[src/shared/psc_cfg.svh]
// register map, field positions and reset values of the power-saving control block
`ifndef PSC_CFG_SVH
`define PSC_CFG_SVH
`define PSC_OFF_VDET 12'h000
`define PSC_OFF_CLK 12'h004
`define PSC_OFF_MOD 12'h008
`define PSC_OFF_FLASH 12'h00C
`define PSC_OFF_MODE 12'h010
`define PSC_OFF_STAT 12'h014
`define PSC_OFF_PORTDIR 12'h018
`define PSC_OFF_PORTOUT 12'h01C
// voltage_detect_ctrl
`define PSC_B_IPR 0
`define PSC_B_DET0 5
`define PSC_B_DET1 6
`define PSC_B_DET2 7
`define PSC_RST_VDET 32'h0000_00E0
// clock control: low_osc_off, sys_clock_select, high_osc_enable, periph stop
`define PSC_B_LOWOFF 0
`define PSC_B_SYSSEL 1
`define PSC_B_HIEN 2
`define PSC_B_PCSW 3
`define PSC_RST_CLK 32'h0000_0006
// module control: cutoff a/b, standby c, sync serial, adc
`define PSC_B_CUTA 0
`define PSC_B_CUTB 1
`define PSC_B_STBC 2
`define PSC_B_STBS 3
`define PSC_B_ADC 4
`define PSC_RST_MOD 32'h0000_0000
// flash control
`define PSC_B_FSTOP 0
`define PSC_B_LCRD 1
`define PSC_B_REWR 2
`define PSC_RST_FLASH 32'h0000_0000
// mode: 0 run, 1 wait, 3 stop; bit 2 low-speed osc mode
`define PSC_B_LOWMODE 2
`define PSC_RST_ZERO 32'h0000_0000
// writable bits of each register; the rest read back as zero
`define PSC_MSK_VDET 32'h0000_00E1
`define PSC_MSK_CLK 32'h0000_000F
`define PSC_MSK_MOD 32'h0000_001F
`define PSC_MSK_FLASH 32'h0000_0007
`define PSC_MSK_MODE 32'h0000_0007
`define PSC_MODE_RSVD 2'b10
`endif

[src/shared/psc_pkg.sv]
// types shared by the power-saving control block
package psc_pkg;
  typedef enum logic [1:0] {
    PSC_RUN = 2'b00,
    PSC_WAIT = 2'b01,
    PSC_STOP = 2'b11
  } psc_mode_e;
endpackage

[src/logic/psc_top.sv]
// power-saving control: apb registers steering oscillators, clocks and standbys
// Notes on behaviour
// - each voltage detect circuit is disabled when its enable bit is 0
// - port direction and output held unchanged in wait and stop
// - low-speed oscillator stops when off bit 1 and crystal selected
// - high-speed oscillator stops when its enable bit is 0
// - divided peripheral clocks stop in wait when stop-in-wait bit 1
// - each general timer count source cut off when its cutoff bit 1
// - third timer enters standby when its standby bit is 1
// - sync serial unit and i2c enter standby on shared bit 1
// - adc stops and analog current cut when standby bit is 0
// - flash stopped, accesses blocked, while flash-stop bit is 1 in low-speed mode
// - flash power removed in wait or stop unless rewrite mode enabled
// - low-current read bit 1 in low-speed mode selects reduced-current reads
// - power-reduce bit lowers internal power in wait from low-speed mode
//
// The APB register port and the register offsets were left to the implementer.
`timescale 1ns/1ps
`include "psc_cfg.svh"
module psc_top
  import psc_pkg::*;
#(
  parameter int PORT_W = 8
) (
  input wire logic pclk,
  input wire logic presetn,
  input wire logic clk_en,
  input wire logic psel,
  input wire logic penable,
  input wire logic pwrite,
  input wire logic [11:0] paddr,
  input wire logic [31:0] pwdata,
  output logic [31:0] prdata,
  output logic pready,
  output logic pslverr,
  output logic detect0_on,
  output logic detect1_on,
  output logic detect2_on,
  output logic low_osc_run,
  output logic high_osc_run,
  output logic periph_clk_en,
  output logic timer_a_clk_en,
  output logic timer_b_clk_en,
  output logic timer_c_standby,
  output logic serial_sync_standby,
  output logic adc_active,
  output logic flash_power_on,
  output logic flash_access_block,
  output logic flash_low_current_read,
  output logic internal_power_reduced,
  output logic [PORT_W-1:0] port_dir,
  output logic [PORT_W-1:0] port_out
);
  // port registers are read back through one 32-bit word
  if (PORT_W < 1 || PORT_W > 32) begin : g_bad_port_w
    $error("psc_top: PORT_W out of range");
  end

  // ==========================================================
  // apb slave
  // ==========================================================
  logic [31:0] vdet_ff, clk_ff, mod_ff, flash_ff, mode_ff;
  logic [31:0] nxt_vdet, nxt_clk, nxt_mod, nxt_flash, nxt_mode;
  logic pready_ff, pslverr_ff;
  logic [31:0] prdata_ff;

  function automatic logic hit(input logic [11:0] a, input logic [11:0] off);
    return a == off;
  endfunction

  // writes land only at the access edge, and only while enabled
  wire setup = psel & ~penable;
  wire acc_done = psel & penable & pready_ff;
  wire wr = acc_done & pwrite & clk_en;
  wire sel_vdet = hit(paddr, `PSC_OFF_VDET);
  wire sel_clk = hit(paddr, `PSC_OFF_CLK);
  wire sel_mod = hit(paddr, `PSC_OFF_MOD);
  wire sel_flash = hit(paddr, `PSC_OFF_FLASH);
  wire sel_mode = hit(paddr, `PSC_OFF_MODE);
  wire sel_stat = hit(paddr, `PSC_OFF_STAT);
  wire sel_pdir = hit(paddr, `PSC_OFF_PORTDIR);
  wire sel_pout = hit(paddr, `PSC_OFF_PORTOUT);
  wire mapped = sel_vdet | sel_clk | sel_mod | sel_flash | sel_mode | sel_stat
              | sel_pdir | sel_pout;

  // ==========================================================
  // mode decode
  // ==========================================================
  psc_mode_e mode_now;
  assign mode_now = psc_mode_e'(mode_ff[1:0]);
  wire in_wait = mode_now == PSC_WAIT;
  wire in_stop = mode_now == PSC_STOP;
  wire sleeping = in_wait | in_stop;
  wire [1:0] mode_wdata = pwdata[1:0];
  wire mode_legal = mode_wdata != `PSC_MODE_RSVD;

  // ==========================================================
  // register next values
  // ==========================================================
  logic [PORT_W-1:0] dir_q, out_q;
  assign nxt_vdet = (wr & sel_vdet) ? (pwdata & `PSC_MSK_VDET) : vdet_ff;
  assign nxt_clk = (wr & sel_clk) ? (pwdata & `PSC_MSK_CLK) : clk_ff;
  assign nxt_mod = (wr & sel_mod) ? (pwdata & `PSC_MSK_MOD) : mod_ff;
  assign nxt_flash = (wr & sel_flash) ? (pwdata & `PSC_MSK_FLASH) : flash_ff;
  // unencoded mode value is ignored, a reserved state
  assign nxt_mode = (wr & sel_mode & mode_legal) ? (pwdata & `PSC_MSK_MODE) : mode_ff;

  wire [31:0] stat_word = {25'h000_0000, flash_access_block, flash_power_on,
                           adc_active, internal_power_reduced, low_osc_run,
                           high_osc_run, periph_clk_en};
  wire [31:0] pdir_word = 32'(dir_q);
  wire [31:0] pout_word = 32'(out_q);
  // unmapped reads return zero along with the error flag
  wire [31:0] rd_mux = sel_vdet ? vdet_ff :
                       sel_clk ? clk_ff :
                       sel_mod ? mod_ff :
                       sel_flash ? flash_ff :
                       sel_mode ? mode_ff :
                       sel_stat ? stat_word :
                       sel_pdir ? pdir_word :
                       sel_pout ? pout_word : `PSC_RST_ZERO;

  // ==========================================================
  // register flops, one short block each
  // ==========================================================
  always_ff @(posedge pclk or negedge presetn) begin
    if (!presetn) begin
      vdet_ff <= `PSC_RST_VDET;
    end else if (clk_en) begin
      vdet_ff <= nxt_vdet;
    end
  end

  always_ff @(posedge pclk or negedge presetn) begin
    if (!presetn) begin
      clk_ff <= `PSC_RST_CLK;
    end else if (clk_en) begin
      clk_ff <= nxt_clk;
    end
  end

  always_ff @(posedge pclk or negedge presetn) begin
    if (!presetn) begin
      mod_ff <= `PSC_RST_MOD;
    end else if (clk_en) begin
      mod_ff <= nxt_mod;
    end
  end

  always_ff @(posedge pclk or negedge presetn) begin
    if (!presetn) begin
      flash_ff <= `PSC_RST_FLASH;
    end else if (clk_en) begin
      flash_ff <= nxt_flash;
    end
  end

  always_ff @(posedge pclk or negedge presetn) begin
    if (!presetn) begin
      mode_ff <= `PSC_RST_ZERO;
    end else if (clk_en) begin
      mode_ff <= nxt_mode;
    end
  end

  // no wait state: ready in the first access cycle, answer registered
  always_ff @(posedge pclk or negedge presetn) begin
    if (!presetn) begin
      pready_ff <= 1'b0;
      pslverr_ff <= 1'b0;
      prdata_ff <= `PSC_RST_ZERO;
    end else if (clk_en) begin
      pready_ff <= setup;
      pslverr_ff <= setup & ~mapped;
      if (setup) prdata_ff <= pwrite ? `PSC_RST_ZERO : rd_mux;
    end
  end
  assign pready = pready_ff;
  assign pslverr = pslverr_ff;
  assign prdata = prdata_ff;

  // ==========================================================
  // ports kept through sleep
  // ==========================================================
  // port hold
  psc_port_hold #(.WIDTH(PORT_W)) u_hold (
    .pclk(pclk),
    .presetn(presetn),
    .ce(clk_en),
    .wr_dir(wr & sel_pdir),
    .wr_out(wr & sel_pout),
    .lowpower(sleeping),
    .wdata(pwdata[PORT_W-1:0]),
    .dir_ff(dir_q),
    .out_ff(out_q)
  );
  assign port_dir = dir_q;
  assign port_out = out_q;

  // ==========================================================
  // control outputs, all registered
  // ==========================================================
  // detector enables
  wire n_det0 = nxt_vdet[`PSC_B_DET0];
  wire n_det1 = nxt_vdet[`PSC_B_DET1];
  wire n_det2 = nxt_vdet[`PSC_B_DET2];
  // low osc stops only with crystal selected
  wire n_low = ~(nxt_clk[`PSC_B_LOWOFF] & ~nxt_clk[`PSC_B_SYSSEL]);
  wire n_hi = nxt_clk[`PSC_B_HIEN];
  // peripheral clocks gated in wait with stop-in-wait bit 1, and always in stop
  wire n_wait = psc_mode_e'(nxt_mode[1:0]) == PSC_WAIT;
  wire n_stop = psc_mode_e'(nxt_mode[1:0]) == PSC_STOP;
  wire n_low_mode = nxt_mode[`PSC_B_LOWMODE];
  wire n_pclk = ~(nxt_clk[`PSC_B_PCSW] & n_wait) & ~n_stop;
  wire n_ta = ~nxt_mod[`PSC_B_CUTA];
  wire n_tb = ~nxt_mod[`PSC_B_CUTB];
  wire n_tc = nxt_mod[`PSC_B_STBC];
  wire n_ss = nxt_mod[`PSC_B_STBS];
  // adc runs only with standby bit 1
  wire n_adc = nxt_mod[`PSC_B_ADC];
  // flash stop blocks access, meaningful in low-speed mode
  // stop bit is stored outside low-speed mode but has no effect there
  wire n_fstop = nxt_flash[`PSC_B_FSTOP] & n_low_mode;
  // auto power-off in sleep without rewrite mode
  // rewrite mode keeps flash powered so an erase is never cut short
  wire n_sleep_off = (n_wait | n_stop) & ~nxt_flash[`PSC_B_REWR];
  wire n_fpwr = ~n_fstop & ~n_sleep_off;
  wire n_fblock = n_fstop | n_sleep_off;
  // reduced-current reads only in low-speed mode, awake
  // forced off in sleep, even if software skipped the clear
  wire n_lcr = nxt_flash[`PSC_B_LCRD] & n_low_mode & ~n_wait & ~n_stop;
  // power reduction in wait from low-speed mode
  wire n_ipr = nxt_vdet[`PSC_B_IPR] & n_wait & n_low_mode;

  always_ff @(posedge pclk or negedge presetn) begin
    if (!presetn) begin
      detect0_on <= 1'b1;
      detect1_on <= 1'b1;
      detect2_on <= 1'b1;
    end else if (clk_en) begin
      detect0_on <= n_det0;
      detect1_on <= n_det1;
      detect2_on <= n_det2;
    end
  end

  // oscillator and clock flops
  // fed from next values, so outputs move on the write edge itself
  always_ff @(posedge pclk or negedge presetn) begin
    if (!presetn) begin
      low_osc_run <= 1'b1;
      high_osc_run <= 1'b1;
      periph_clk_en <= 1'b1;
    end else if (clk_en) begin
      low_osc_run <= n_low;
      high_osc_run <= n_hi;
      periph_clk_en <= n_pclk;
    end
  end

  always_ff @(posedge pclk or negedge presetn) begin
    if (!presetn) begin
      timer_a_clk_en <= 1'b1;
      timer_b_clk_en <= 1'b1;
      timer_c_standby <= 1'b0;
      serial_sync_standby <= 1'b0;
      adc_active <= 1'b0;
    end else if (clk_en) begin
      timer_a_clk_en <= n_ta;
      timer_b_clk_en <= n_tb;
      timer_c_standby <= n_tc;
      serial_sync_standby <= n_ss;
      adc_active <= n_adc;
    end
  end

  always_ff @(posedge pclk or negedge presetn) begin
    if (!presetn) begin
      flash_power_on <= 1'b1;
      flash_access_block <= 1'b0;
      flash_low_current_read <= 1'b0;
    end else if (clk_en) begin
      flash_power_on <= n_fpwr;
      flash_access_block <= n_fblock;
      flash_low_current_read <= n_lcr;
    end
  end

  always_ff @(posedge pclk or negedge presetn) begin
    if (!presetn) begin
      internal_power_reduced <= 1'b0;
    end else if (clk_en) begin
      internal_power_reduced <= n_ipr;
    end
  end
endmodule

[src/logic/psc_port_hold.sv]
// port direction and output register bank, held through wait and stop
`timescale 1ns/1ps
`include "psc_cfg.svh"
module psc_port_hold #(
  parameter int WIDTH = 8
) (
  input wire logic pclk,
  input wire logic presetn,
  input wire logic ce,
  input wire logic wr_dir,
  input wire logic wr_out,
  input wire logic lowpower,
  input wire logic [WIDTH-1:0] wdata,
  output logic [WIDTH-1:0] dir_ff,
  output logic [WIDTH-1:0] out_ff
);
  if (WIDTH < 1 || WIDTH > 32) begin : g_bad_width
    $error("psc_port_hold: WIDTH out of range");
  end
  // state cannot move while the core sleeps
  wire upd_dir = ce & wr_dir & ~lowpower;
  wire upd_out = ce & wr_out & ~lowpower;
  always_ff @(posedge pclk or negedge presetn) begin
    if (!presetn) begin
      dir_ff <= '0;
      out_ff <= '0;
    end else begin
      if (upd_dir) dir_ff <= wdata;
      if (upd_out) out_ff <= wdata;
    end
  end
endmodule

[config.mk]
export PLATFORM = sky130hd
export DESIGN_NAME = psc_top
export DESIGN_NICKNAME = d
export VERILOG_FILES = /design/src/shared/psc_pkg.sv /design/src/logic/psc_top.sv /design/src/logic/psc_port_hold.sv
export VERILOG_INCLUDE_DIRS = /design/src /design/src/shared
export SDC_FILE = /design/constraint.sdc
export NUM_CORES = 1
export LEC_CHECK = 0
export BUFFER_PORTS_ARGS = -buffer_cell sky130_fd_sc_hd__buf_2
export CORE_MARGIN = 2
export CORE_UTILIZATION = 45
export DETAILED_ROUTE_END_ITERATION = 10
export GPL_ROUTABILITY_DRIVEN = 0
export PLACE_DENSITY = 0.76
export SYNTH_ARGS = -nofsm -noshare
export SYNTH_HDL_FRONTEND = slang
export SYNTH_SLANG_ARGS = --single-unit
[constraint.sdc]
create_clock -name pclk -period 6.4 [get_ports pclk]
set_input_delay 0.32 -clock pclk [delete_from_list [all_inputs] [get_ports pclk]]
set_output_delay 0.32 -clock pclk [all_outputs]
set_load 0.03 [all_outputs]
==> metrics.txt <==
layout cells sized above 1 0.393; Yosys reg bits 53; RSZ-0062 raised after global routing false; status finished, final reports clean; postcts setup bufs 0; sw frac 0.258; Critical R2R Launch pready; DR DRC count 0; setup TNS 0 ns; gr usage total 0.191; largest net degree at the start of global routing 54; Root Buffer clkbuf_8; r2r setup slk 4.09 ns; leakage 0.00161 uW; Post-DRT Antenna Nets 0; Cell variety after synth 47; Area growth, synth to finish 14.8%; Worst Reg-to-Reg Cells 6; Slowest cell on crit path or3b_1; Sink Count 53; power density over cell area 205 nW/um2; sequential element share of the synthesized area 0.486; WL/cell 16.1 um; Critical Path RT 6.60 ns; I/O pin count 115; Post-synth top flop dfrtp_1; Net Switching 167 uW; Die Footprint 6760 um2; minimum clock period 2.47 ns; Hold Path Class in -> async; top-count cell post-synth dfrtp_1; Mapped Cells 252; Worst-Skew Late Latency 0.31 ns; Synth area leaders dfrtp_1, mux2_2, dfstp_2; H-tree depth 2; CP Capture Point u_hold.dir_ff[1]; P_int 481 uW; Worst-path clk slew 0.09 ns; Placed Area 3040 um2; initial antenna violation count 0; Reg power frac 0.525; Commonest cells post-synth dfrtp_1, mux2_2, buf_4; final instance area 3160 um2; clock share of power 0.366; GRT Residual Overflow 0; Longest Clk Path Bufs 2; Synth Warn # 0; actual slew at the worst max-slew pin 0.665 ns; Num CTS Buffers 5; final setup fails 0; endpoints failing hold 0; Cell Chain, Critical Path buf_2, nor4_4, nand3_1, or2_1, or3b_1, nor2_4, mux2_2; Die Span Y 82.2 um; combinational power share 0.109; critical path type in -> reg; DR iter-0 viols 178; Synth Cell Area 2750 um2; Max Slew Vio Count 0; number of max-cap violations 0; dominant cell type by area after synthesis dfrtp_1; RR Endpoint u_hold.dir_ff[1]; Initial Util 0.465; number of synthesized flops with an enable pin 0; CP peak stage delay 0.44 ns; pre-CTS setup slack 3.57 ns; nets 362; skew final 0.00709 ns; TritonCTS clock tree built; port bufs 66; CTS Hold Bufs 0; Avg Inst Size Synth 10.9 um2; Peak VDD IR 0.000159 V; # diodes 0; Detailed Route WL 6230 um; CP endpoint kind register; row count 28; Setup crit start paddr[1]; highest clock rate 405 MHz; CP Launch Type input pin; Crit Path Max Fanout 13; post-cts sizing count 0; Crit path arrival time 2.67 ns; via count 2,102; Max-slew headroom 0.557; first-pass GRT wire length 9640 um; Horiz. Die Dim 82.2 um; DR vias/cell 5.42; First-pass DRT Iterations 4; share of the synthesized area in the top cell type 0.391; total core area 5920 um2; DP Wirelength 4550 um; post-synthesis async set-or-reset flop share 1.00; Final WS setup 3.93 ns; period utilization 0.386; number of global-route vias before repair 1,915
## layout by cell type (no fill, tap or decap), types with 5 or more instances in the layout
cell      count
buf_2        66
dfrtp_1      43
mux2_2       32
conb_1       24
nand2_1      17
o21ai_0      14
inv_1        10
a21oi_1      10
dfstp_2      10
nor2_1        7
mux2i_1       7
clkbuf_8      6
nor3_1        5
nand2b_1      5
## power by group through the flow
stage | Sequential (uW) | Combinational (uW) | Clock, uW
after global placement | 347 | 69.1 | 0
after floorplan | 352 | 49.8 | 0
final | 340 | 70.4 | 237
after CTS | 340 | 70.3 | 241
after global routing | 341 | 77.3 | 255
after detailed placement | 347 | 70.1 | 0
## cell families (layout without fill, tap and decap cells)
group                  Yosys count  count (layout)  share of synthesized area
AO/OA/AOI/OAI                   53              53                      0.129
buffers and inverters           47              85                     0.0972
flip-flops                      53              53                      0.486
multiplexers                    41              41                      0.166
other                            1              24                    0.00136
AND/OR/NAND/NOR                 57              57                      0.120
## metrics by stage
| stage | std cells | power (uW) | hold WS, ns | utilization |
|---|---|---|---|---|
| 2_1_floorplan | 275 | 402 | 0.0244 | - |
| 3_3_place_gp | 380 | 416 | 0.462 | 0.514 |
| 3_5_place_dp | 380 | 417 | 0.472 | 0.514 |
| 4_1_cts | 388 | 652 | 0.144 | 0.534 |
| 5_1_grt | 388 | 673 | 0.173 | 0.534 |
| 6_report | 388 | 648 | 0.119 | 0.534 |
## worst max-delay path: cells and delay by family
family	cells	cell delay (ns)
muxes	1	0.38
buffers and inverters	1	0.11
and+or+nand+nor	5	1.84
## sequential cells by signal, summed over array words and instances (netlist names), 3 cells and up
name,cells
u_hold.dir_ff,8
flash_ff,3
u_hold.out_ff,8
prdata,8
mode_ff,3
clk_ff,4
vdet_ff,4
mod_ff,5
## layout make-up
cell class | count | area, um2
Inverter | 10 | 37.5
Timing Repair Buffer | 67 | 338
Sequential cell | 53 | 1340
Multi-Input combinational cell | 175 | 1230
Tap cell | 75 | 93.8
Fill cell | 544 | 2760
Clock inverter | 2 | 37.5
Clock buffer | 6 | 82.6
## how the worst min path moves through the flow
stage	end	depth (start not counted)
4_1_cts	flash_low_current_read	2
2_1_floorplan	clk_ff[0]	0
3_5_place_dp	prdata[3]	2
3_3_place_gp	prdata[2]	2
5_1_grt	mod_ff[1]	2
6_report	mod_ff[1]	2
## routing by layer
metal / up-vias / share of wire / wire (um) / GRT usage
met2: 94 / 0.47 / 2910 / 0.302
met3: 9 / 0.072 / 448 / 0.0402
li1: 978 / - / - / -
met4: 0 / 0.016 / 98 / 0.0583
met1: 1021 / 0.45 / 2780 / 0.264
met5: - / 0 / 0 / 0
No activity file was read; power rests on OpenSTA's default activity.
